$ cat src/logic/bfx_pkg.sv
// Package of constants and carrier types for the bit field extract unit
// Functional notes
// - Sign-extending extract widens the selected second-source field to 32 bits.
// - Signed extract: shift left by left amount, then arithmetic right shift.
// - Left amount is 31 minus field msb; right amount adds field lsb.
// - Register form: right amount in first-source bits 0-4, left in 5-9.
// - Both extracts have constant and register forms, on either shift unit side.
// - Signed extract: signed source, unsigned five-bit constants, cross path source in register form.
// - Zero-extending extract fills bits above the field with zeros.
// - Zero-extending extract takes unsigned operands, cross path in register form.
// - Unsigned extract: left shift then logical right shift, same amounts.
// - Unsigned register form: bit 12 cross path, bits 11-6 101011, side, parallel.
// - Constant form: dst 27-23, source 22-18, left 17-13, right 12-8.
package bfx_pkg;
  localparam int          DATA_W        = 32;
  localparam int          AMT_W         = 5;
  localparam int          REG_W         = 5;
  localparam logic [1:0]  CST_HI_CODE   = 2'h1;
  localparam logic [3:0]  CST_LO_S_CODE = 4'h2;
  localparam logic [3:0]  CST_LO_U_CODE = 4'h0;
  localparam logic [5:0]  REG_OP_S_CODE = 6'h2f;
  localparam logic [5:0]  REG_OP_U_CODE = 6'h2b;
  localparam logic [3:0]  REG_LO_CODE   = 4'h8;
  localparam logic [2:0]  CREG_ALWAYS   = 3'h0;
  localparam logic [31:0] ZERO_WORD     = 32'h0000_0000;

  typedef struct packed {
    logic [2:0] creg;
    logic       z;
    logic [4:0] dst;
    logic [4:0] field_src;
    logic [4:0] f17_13;
    logic [4:0] f12_8;
    logic [1:0] f7_6;
    logic [3:0] f5_2;
    logic       side;
    logic       par;
  } bfx_instr_t;

  typedef struct packed {
    logic        valid;
    logic        side;
    logic [4:0]  dst;
    logic [31:0] data;
  } bfx_wb_t;
endpackage

$ cat src/logic/bfx_unit.sv
// Bit field extract datapath with decode, predication and one-cycle write-back
`timescale 1ns/1ps
module bfx_unit import bfx_pkg::*; (
  input  wire logic                  mclk_i,
  input  wire logic                  reset_i,
  input  wire logic                  issue_i,
  input  wire logic [31:0]           instr_i,
  input  wire logic [DATA_W-1:0]     second_source_i,
  input  wire logic [DATA_W-1:0]     first_source_i,
  input  wire logic [7:0]            cond_regs_i,
  output bfx_wb_t                    wb_o,
  output logic                       xpath_o,
  output logic                       parallel_o
);
  bfx_instr_t        ins;
  logic              cst_s;
  logic              cst_u;
  logic              reg_s;
  logic              reg_u;
  logic              is_ext;
  logic              signed_op;
  logic              pred_ok;
  logic              cval;
  logic [AMT_W-1:0]  left_amt;
  logic [AMT_W-1:0]  right_amt;
  logic [DATA_W-1:0] shl;
  logic [DATA_W-1:0] next_data;

  assign ins = bfx_instr_t'(instr_i);

  // Constant and register forms for both variants
  assign cst_s = (ins.f7_6 == CST_HI_CODE) && (ins.f5_2 == CST_LO_S_CODE);
  assign cst_u = (ins.f7_6 == 2'h0) && (ins.f5_2 == CST_LO_U_CODE);
  assign reg_s = ({ins.f12_8[3:0], ins.f7_6} == REG_OP_S_CODE) && (ins.f5_2 == REG_LO_CODE);
  assign reg_u = ({ins.f12_8[3:0], ins.f7_6} == REG_OP_U_CODE) && (ins.f5_2 == REG_LO_CODE);
  assign is_ext = cst_s | cst_u | reg_s | reg_u;
  assign signed_op = cst_s | reg_s;

  // Register form: upper 22 bits of first source not checked, result then undefined
  assign left_amt  = (reg_s | reg_u) ? first_source_i[9:5] : ins.f17_13;
  assign right_amt = (reg_s | reg_u) ? first_source_i[4:0] : ins.f12_8;

  // Predicate: register code selects a condition bit, z inverts the test
  always_comb begin
    unique case (ins.creg)
      3'h1: cval = cond_regs_i[1];
      3'h2: cval = cond_regs_i[2];
      3'h3: cval = cond_regs_i[3];
      3'h4: cval = cond_regs_i[4];
      3'h5: cval = cond_regs_i[5];
      3'h6: cval = cond_regs_i[6];
      3'h7: cval = cond_regs_i[7];
      CREG_ALWAYS: cval = 1'b1;
    endcase
  end
  assign pred_ok = (ins.creg == CREG_ALWAYS) ? ~ins.z : (ins.z ? ~cval : cval);

  assign shl = second_source_i << left_amt;
  always_comb begin
    if (signed_op) begin
      next_data = DATA_W'($signed(shl) >>> right_amt);
    end else begin
      next_data = shl >> right_amt;
    end
  end

  // Single-cycle result, no delay slots
  always_ff @(posedge mclk_i) begin
    if (reset_i) begin
      wb_o <= '0;
    end else begin
      wb_o.valid <= issue_i && is_ext && pred_ok;
      wb_o.side  <= ins.side;
      wb_o.dst   <= ins.dst;
      wb_o.data  <= next_data;
    end
  end

  always_ff @(posedge mclk_i) begin
    if (reset_i) begin
      xpath_o    <= 1'b0;
      parallel_o <= 1'b0;
    end else begin
      xpath_o    <= issue_i && (reg_s | reg_u) && ins.f12_8[4];
      parallel_o <= issue_i && ins.par;
    end
  end

  // Write-back timing and predication
  AST_ONE_CYCLE: assert property (@(posedge mclk_i) disable iff (reset_i)
    issue_i && is_ext && pred_ok
    |=> wb_o.valid) else $error("extract result not written");

  AST_FALSE_PRED: assert property (@(posedge mclk_i) disable iff (reset_i)
    issue_i && !pred_ok
    |=> !wb_o.valid) else $error("false predicate wrote");

  AST_NO_ISSUE: assert property (@(posedge mclk_i) disable iff (reset_i)
    !issue_i
    |=> !wb_o.valid) else $error("write-back without issue");

  AST_NOT_EXT: assert property (@(posedge mclk_i) disable iff (reset_i)
    issue_i && !is_ext
    |=> !wb_o.valid) else $error("foreign opcode wrote");

  AST_Z_TRUE: assert property (@(posedge mclk_i) disable iff (reset_i)
    issue_i && is_ext && ins.creg != CREG_ALWAYS && ins.z && !cval
    |=> wb_o.valid) else $error("zero test predicate ignored");

  AST_NEVER: assert property (@(posedge mclk_i) disable iff (reset_i)
    issue_i && ins.creg == CREG_ALWAYS && ins.z
    |=> !wb_o.valid) else $error("never predicate wrote");

  // Reset clears every output at the next edge
  AST_RESET_CLEAR: assert property (@(posedge mclk_i)
    reset_i
    |=> !wb_o.valid && !xpath_o && !parallel_o) else $error("outputs not cleared by reset");

  // Decode
  AST_ONE_DECODE: assert property (@(posedge mclk_i) disable iff (reset_i)
    issue_i
    |-> $onehot0({cst_s, cst_u, reg_s, reg_u})) else $error("two extract forms decoded");

  AST_CST_AMT: assert property (@(posedge mclk_i) disable iff (reset_i)
    issue_i && (cst_s | cst_u)
    |-> left_amt == instr_i[17:13] && right_amt == instr_i[12:8]) else $error("constant amounts misrouted");

  AST_REG_SRC: assert property (@(posedge mclk_i) disable iff (reset_i)
    issue_i && (reg_s | reg_u)
    |-> left_amt == first_source_i[9:5] && right_amt == first_source_i[4:0]) else $error("register amounts misrouted");

  // Fill and field checks, constant form
  AST_ZERO_FILL: assert property (@(posedge mclk_i) disable iff (reset_i)
    issue_i && cst_u && ins.f12_8 != 5'h0
    |=> wb_o.data[31] == 1'b0) else $error("zero fill broken");

  AST_SIGN_FILL: assert property (@(posedge mclk_i) disable iff (reset_i)
    issue_i && cst_s && ins.f17_13 == 5'h0 && ins.f12_8 == 5'h1f
    |=> wb_o.data == {32{$past(second_source_i[31])}}) else $error("sign fill broken");

  AST_CST_FIELD: assert property (@(posedge mclk_i) disable iff (reset_i)
    issue_i && cst_u && ins.f17_13 == 5'h1f && ins.f12_8 == 5'h1f
    |=> wb_o.data == {31'h0, $past(second_source_i[0])}) else $error("constant field misread");

  AST_CST_U_IDENT: assert property (@(posedge mclk_i) disable iff (reset_i)
    issue_i && cst_u && ins.f17_13 == 5'h0 && ins.f12_8 == 5'h0
    |=> wb_o.data == $past(second_source_i)) else $error("unsigned zero shift altered data");

  AST_CST_S_IDENT: assert property (@(posedge mclk_i) disable iff (reset_i)
    issue_i && cst_s && ins.f17_13 == 5'h0 && ins.f12_8 == 5'h0
    |=> wb_o.data == $past(second_source_i)) else $error("signed zero shift altered data");

  AST_U_LOW_BYTE: assert property (@(posedge mclk_i) disable iff (reset_i)
    issue_i && cst_u && ins.f17_13 == 5'd24 && ins.f12_8 == 5'd24
    |=> wb_o.data == {24'h0, $past(second_source_i[7:0])}) else $error("unsigned low byte wrong");

  AST_S_LOW_BYTE: assert property (@(posedge mclk_i) disable iff (reset_i)
    issue_i && cst_s && ins.f17_13 == 5'd24 && ins.f12_8 == 5'd24
    |=> wb_o.data == {{24{$past(second_source_i[7])}}, $past(second_source_i[7:0])}) else $error("signed low byte wrong");

  AST_U_MID_BYTE: assert property (@(posedge mclk_i) disable iff (reset_i)
    issue_i && cst_u && ins.f17_13 == 5'd16 && ins.f12_8 == 5'd24
    |=> wb_o.data == {24'h0, $past(second_source_i[15:8])}) else $error("unsigned middle byte wrong");

  AST_S_MID_BYTE: assert property (@(posedge mclk_i) disable iff (reset_i)
    issue_i && cst_s && ins.f17_13 == 5'd16 && ins.f12_8 == 5'd24
    |=> wb_o.data == {{24{$past(second_source_i[15])}}, $past(second_source_i[15:8])}) else $error("signed middle byte wrong");

  AST_U_TOP_HALF: assert property (@(posedge mclk_i) disable iff (reset_i)
    issue_i && cst_u && ins.f17_13 == 5'h0 && ins.f12_8 == 5'd16
    |=> wb_o.data == {16'h0, $past(second_source_i[31:16])}) else $error("logical right shift wrong");

  // Fill and field checks, register form
  AST_REG_AMT: assert property (@(posedge mclk_i) disable iff (reset_i)
    issue_i && reg_u && first_source_i[9:0] == 10'h000
    |=> wb_o.data == $past(second_source_i)) else $error("register amounts misread");

  AST_REG_S_IDENT: assert property (@(posedge mclk_i) disable iff (reset_i)
    issue_i && reg_s && first_source_i[9:0] == 10'h000
    |=> wb_o.data == $past(second_source_i)) else $error("signed register zero shift altered data");

  AST_REG_BIT0: assert property (@(posedge mclk_i) disable iff (reset_i)
    issue_i && reg_u && first_source_i[9:0] == 10'h3ff
    |=> wb_o.data == {31'h0, $past(second_source_i[0])}) else $error("register bit zero field wrong");

  AST_REG_SIGN: assert property (@(posedge mclk_i) disable iff (reset_i)
    issue_i && reg_s && first_source_i[9:0] == 10'h01f
    |=> wb_o.data == {32{$past(second_source_i[31])}}) else $error("register sign fill broken");

  AST_REG_TOP_ZERO: assert property (@(posedge mclk_i) disable iff (reset_i)
    issue_i && reg_u && first_source_i[4:0] != 5'h0
    |=> wb_o.data[31] == 1'b0) else $error("register zero fill broken");

  AST_U_LOW_HALF: assert property (@(posedge mclk_i) disable iff (reset_i)
    issue_i && reg_u && first_source_i[9:0] == 10'h210
    |=> wb_o.data == {16'h0, $past(second_source_i[15:0])}) else $error("register unsigned half wrong");

  AST_S_LOW_HALF: assert property (@(posedge mclk_i) disable iff (reset_i)
    issue_i && reg_s && first_source_i[9:0] == 10'h210
    |=> wb_o.data == {{16{$past(second_source_i[15])}}, $past(second_source_i[15:0])}) else $error("register signed half wrong");

  // Side band outputs
  AST_XPATH: assert property (@(posedge mclk_i) disable iff (reset_i)
    issue_i && cst_s
    |=> !xpath_o) else $error("cross path on constant form");

  AST_XPATH_REG: assert property (@(posedge mclk_i) disable iff (reset_i)
    issue_i && (reg_s | reg_u)
    |=> xpath_o == $past(instr_i[12])) else $error("cross path bit not followed");

  AST_XPATH_IDLE: assert property (@(posedge mclk_i) disable iff (reset_i)
    !issue_i
    |=> !xpath_o) else $error("cross path without issue");

  AST_PAR_COPY: assert property (@(posedge mclk_i) disable iff (reset_i)
    issue_i
    |=> parallel_o == $past(instr_i[0])) else $error("parallel bit not copied");

  AST_PAR_IDLE: assert property (@(posedge mclk_i) disable iff (reset_i)
    !issue_i
    |=> !parallel_o) else $error("parallel flag without issue");

  AST_DST: assert property (@(posedge mclk_i) disable iff (reset_i)
    issue_i && is_ext
    |=> wb_o.dst == $past(instr_i[27:23]) && wb_o.side == $past(instr_i[1])) else $error("destination or side wrong");
endmodule

$ cat config.mk
export PLATFORM = sky130hd
export DESIGN_NAME = bfx_unit
export DESIGN_NICKNAME = d
export VERILOG_FILES = /design/src/logic/bfx_pkg.sv /design/src/logic/bfx_unit.sv
export SDC_FILE = /design/constraint.sdc
export NUM_CORES = 1
export LEC_CHECK = 0
export BUFFER_PORTS_ARGS = -buffer_cell sky130_fd_sc_hd__buf_2
export CAP_MARGIN = 20
export CORE_MARGIN = 2
export CORE_UTILIZATION = 40
export DETAILED_ROUTE_END_ITERATION = 10
export MAX_ROUTING_LAYER = met4
export PLACE_DENSITY = 0.65
export SYNTH_ARGS = -nofsm -noshare
export SYNTH_HDL_FRONTEND = slang
export SYNTH_SLANG_ARGS = --single-unit
$ cat constraint.sdc
create_clock -name mclk_i -period 7.3 [get_ports mclk_i]
set_input_delay 0 -clock mclk_i [delete_from_list [all_inputs] [get_ports mclk_i]]
set_output_delay 0 -clock mclk_i [all_outputs]
set_load 0.01 [all_outputs]
==> out/qor.csv <==
stage;metric;value;unit
status;run status;finished, final reports clean;
setup_path;critical path arrival;4740;ps
logic_synthesis;Cell Area, Synth;7400;um^2
route;drt wl/cell;24.4;um
route;Pre-Repair DR Iteration Count;6;
setup_path;CP Launch Type;input pin;
logic_synthesis;Ys Warns;0;
clock_tree;Post CTS Setup Buffer Count;0;
clock_tree;H-Tree Depth;2;
clock_tree;Root Driver;clkbuf_16;
logic_synthesis;FF+latch count, synth;41;
route;drt drc;0;
cells_and_area;Area Growth Syn to Fin;11.3;%
floorplan;I/O pin count;148;
logic_synthesis;dominant cell type by area after synthesis;dfxtp_1;
logic_synthesis;post-synth top area share;11.1;%
logic_synthesis;ys async rst share;0;%
logic_synthesis;post-synthesis cell count;1044;
timing;max-slew violations;0;
pwr;Tot Pwr;0.00100;W
logic_synthesis;ys flop type;dfxtp_1;
setup_path;kind of critical path;in -> reg;
timing;Max Fclk;219;MHz
route;DR vias/cell;7.39;
place;Final GP Congestion;1.06;
logic_synthesis;number of enable flip-flop cells after synthesis;0;
cells_and_area;Reg area;821;um^2
pwr;P_leak;3.04;nW
logic_synthesis;Net Count, Synth;1151;
cells_and_area;area of the multi-input gates;6110;um^2
place;post-placement cell count;1319;
worst_hold_path;hold worst-path end;xpath_o$_SDFF_PP0_;
cells_and_area;ANT cells;0;
timing;Tmin final;4580;ps
clock_tree;CTS Sinks;41;
floorplan;area of the core;18000;um^2
route;DR vias;9869;
pwr;Pwr per Cell Area;122;nW/um^2
global_route;number of global-route vias before repair;8655;
cells_and_area;utilization after layout;45.7;%
clock_tree;Clk pin slew, worst setup/hold paths;60;ps
setup_path;critical path peak fanout;38;
logic_synthesis;count of unique library cells instantiated by Yosys;98;
timing;unrepaired setup endpoints after global routing;no;
clock_tree;CTS Buf Count;5;
setup_path;Worst EP required;7470;ps
timing;Worst Hold Slack;5.20;ps
place;DPL Wire Length;23500;um
global_route;largest net degree at the start of global routing;60;
cells_and_area;most frequent cells in the layout;nand2_1, buf_2, nor2_1;
cells_and_area;final net count;1212;
floorplan;Core Rows;49;
clock_tree;CTS tree;done;
worst_hold_path;Hold Crit Depth;2;
timing;fin crit share;62.7;%
timing;final hold vios;0;
cells_and_area;Fillers;1899;
global_route;gr usage total;32.1;%
timing;slew at the pin closest to its max-slew limit;1130;ps
timing;TNS Setup;0;ps
cells_and_area;non-filler instance count after layout;1335;
place;IO Port Bufs;119;
route;Antenna Nets Post-Route;0;
worst_hold_path;worst min path class;in -> reg;
worst_hold_path;HP Start;instr_i[12];
global_route;grt ovf;0;
global_route;first-pass GRT wire length;50000;um
pwr;maximum vdd drop;0.152;mV
setup_path;Crit. End Element;register;
floorplan;die area;19600;um^2
floorplan;die span in x;140;um
global_route;initial antenna violation count;0;
floorplan;Initial Util;41.0;%
clock_tree;Clock Tree Buf Depth;2;
logic_synthesis;Synth Area per Inst;7.09;um^2
route;Post-Route WL;32600;um
logic_synthesis;sequential-to-total area share from yosys stat;11.1;%
cells_and_area;layout cell share with drive strength beyond 1;19.8;%
route;drt first-iter violations;1706;
job;max_cap viols;0;
timing;Slew HR;24.4;%
timing;setup violators final;0;
logic_synthesis;synth top area cells;dfxtp_1, nand2_1, nand2b_1, a2111oi_0, mux2i_1;
cells_and_area;commonest non-fill, non-tap cell in the layout;nand2_1;
floorplan;Die H;140;um
[Yosys cell counts (8+ instances only)]
cell type	count
nand2_1	146
nor2_1	70
nand2b_1	50
clkbuf_1	49
nand3_1	49
a21oi_1	42
dfxtp_1	41
o22ai_1	39
a31oi_1	36
a2111oi_0	35
a22oi_1	33
o21ai_0	30
mux2i_1	29
buf_2	27
nor3_1	26
o211ai_1	22
a32oi_1	21
a211oi_1	19
nand4_1	19
a311oi_1	18
o221ai_1	14
inv_1	10
o32ai_1	10
and3_1	9
nor4_1	8
[routing by layer]
layer,vias to the layer above,part of all wire (%),track usage (%)
li1,4356,-,-
met1,4623,41,43.8
met2,752,45,49.0
met3,138,10,3.79
met4,0,4.4,11.7
met5,-,0,-
[power by group]
| group | switching (W) | leakage (nW) | internal (W) |
|---|---|---|---|
| combinational | 0.000361 | 2.62 | 0.000177 |
| clock | 0.0000878 | 0.0768 | 0.000136 |
| sequential | 0.00000279 | 0.338 | 0.000239 |
| total | 0.000452 | 3.04 | 0.000552 |
[cells by family after synthesis]
kind of cell / share of synthesized area (%)
AND/OR/NAND/NOR: 29.2
flip-flops: 11.1
AO/OA/AOI/OAI: 46.2
multiplexers: 6.63
buffers and inverters: 6.70
XOR/XNOR: 0.237
[through the flow]
| step | setup slack [ps] | area (um^2) |
|---|---|---|
| final | 2720 | 8230 |
| after detailed placement | 2670 | 8000 |
| after CTS | 2940 | 8230 |
| after global routing | 2440 | 8230 |
| after global placement | 2660 | 7990 |
| after floorplan | 4300 | 7400 |
[repair_timing]
item                                   CTS  global route
hold buffers                             8             0
endpoints found under the hold margin    7             0
resized for setup                        0             0
[area by class of cell]
cell class                 instances  area share [%]
multi-input combinational        900            74.2
timing repair buffer             147            10.0
sequential                        41            9.97
tap                              229            3.48
clock buffer                       6            1.69
inverter                          10           0.456
clock inverter                     2           0.167
[worst max path at each step]
stage | end | from | slack (ps)
after floorplan | wb_o[14]$_SDFF_PP0_ | instr_i[2] | 4300
after global placement | wb_o[0]$_SDFF_PP0_ | instr_i[10] | 2660
after detailed placement | wb_o[0]$_SDFF_PP0_ | instr_i[10] | 2670
after CTS | wb_o[0]$_SDFF_PP0_ | instr_i[10] | 2940
after global routing | wb_o[0]$_SDFF_PP0_ | instr_i[10] | 2440
final | wb_o[12]$_SDFF_PP0_ | instr_i[13] | 2720
[worst max-delay path, stage by stage]
cell      delay, ps
buf_2           530
inv_1           630
a311oi_1        970
o32ai_1         260
nor3_1          510
nand3_1         510
o22ai_1         450
mux2i_2         240
mux2_2          320
a221o_1         310
[flip-flops by register name (all words and copies together), names as in the netlist]
| register | count |
|---|---|
| parallel_o | 1 |
| xpath_o | 1 |
| wb_o | 39 |
No activity file was read; power rests on OpenSTA's default activity.
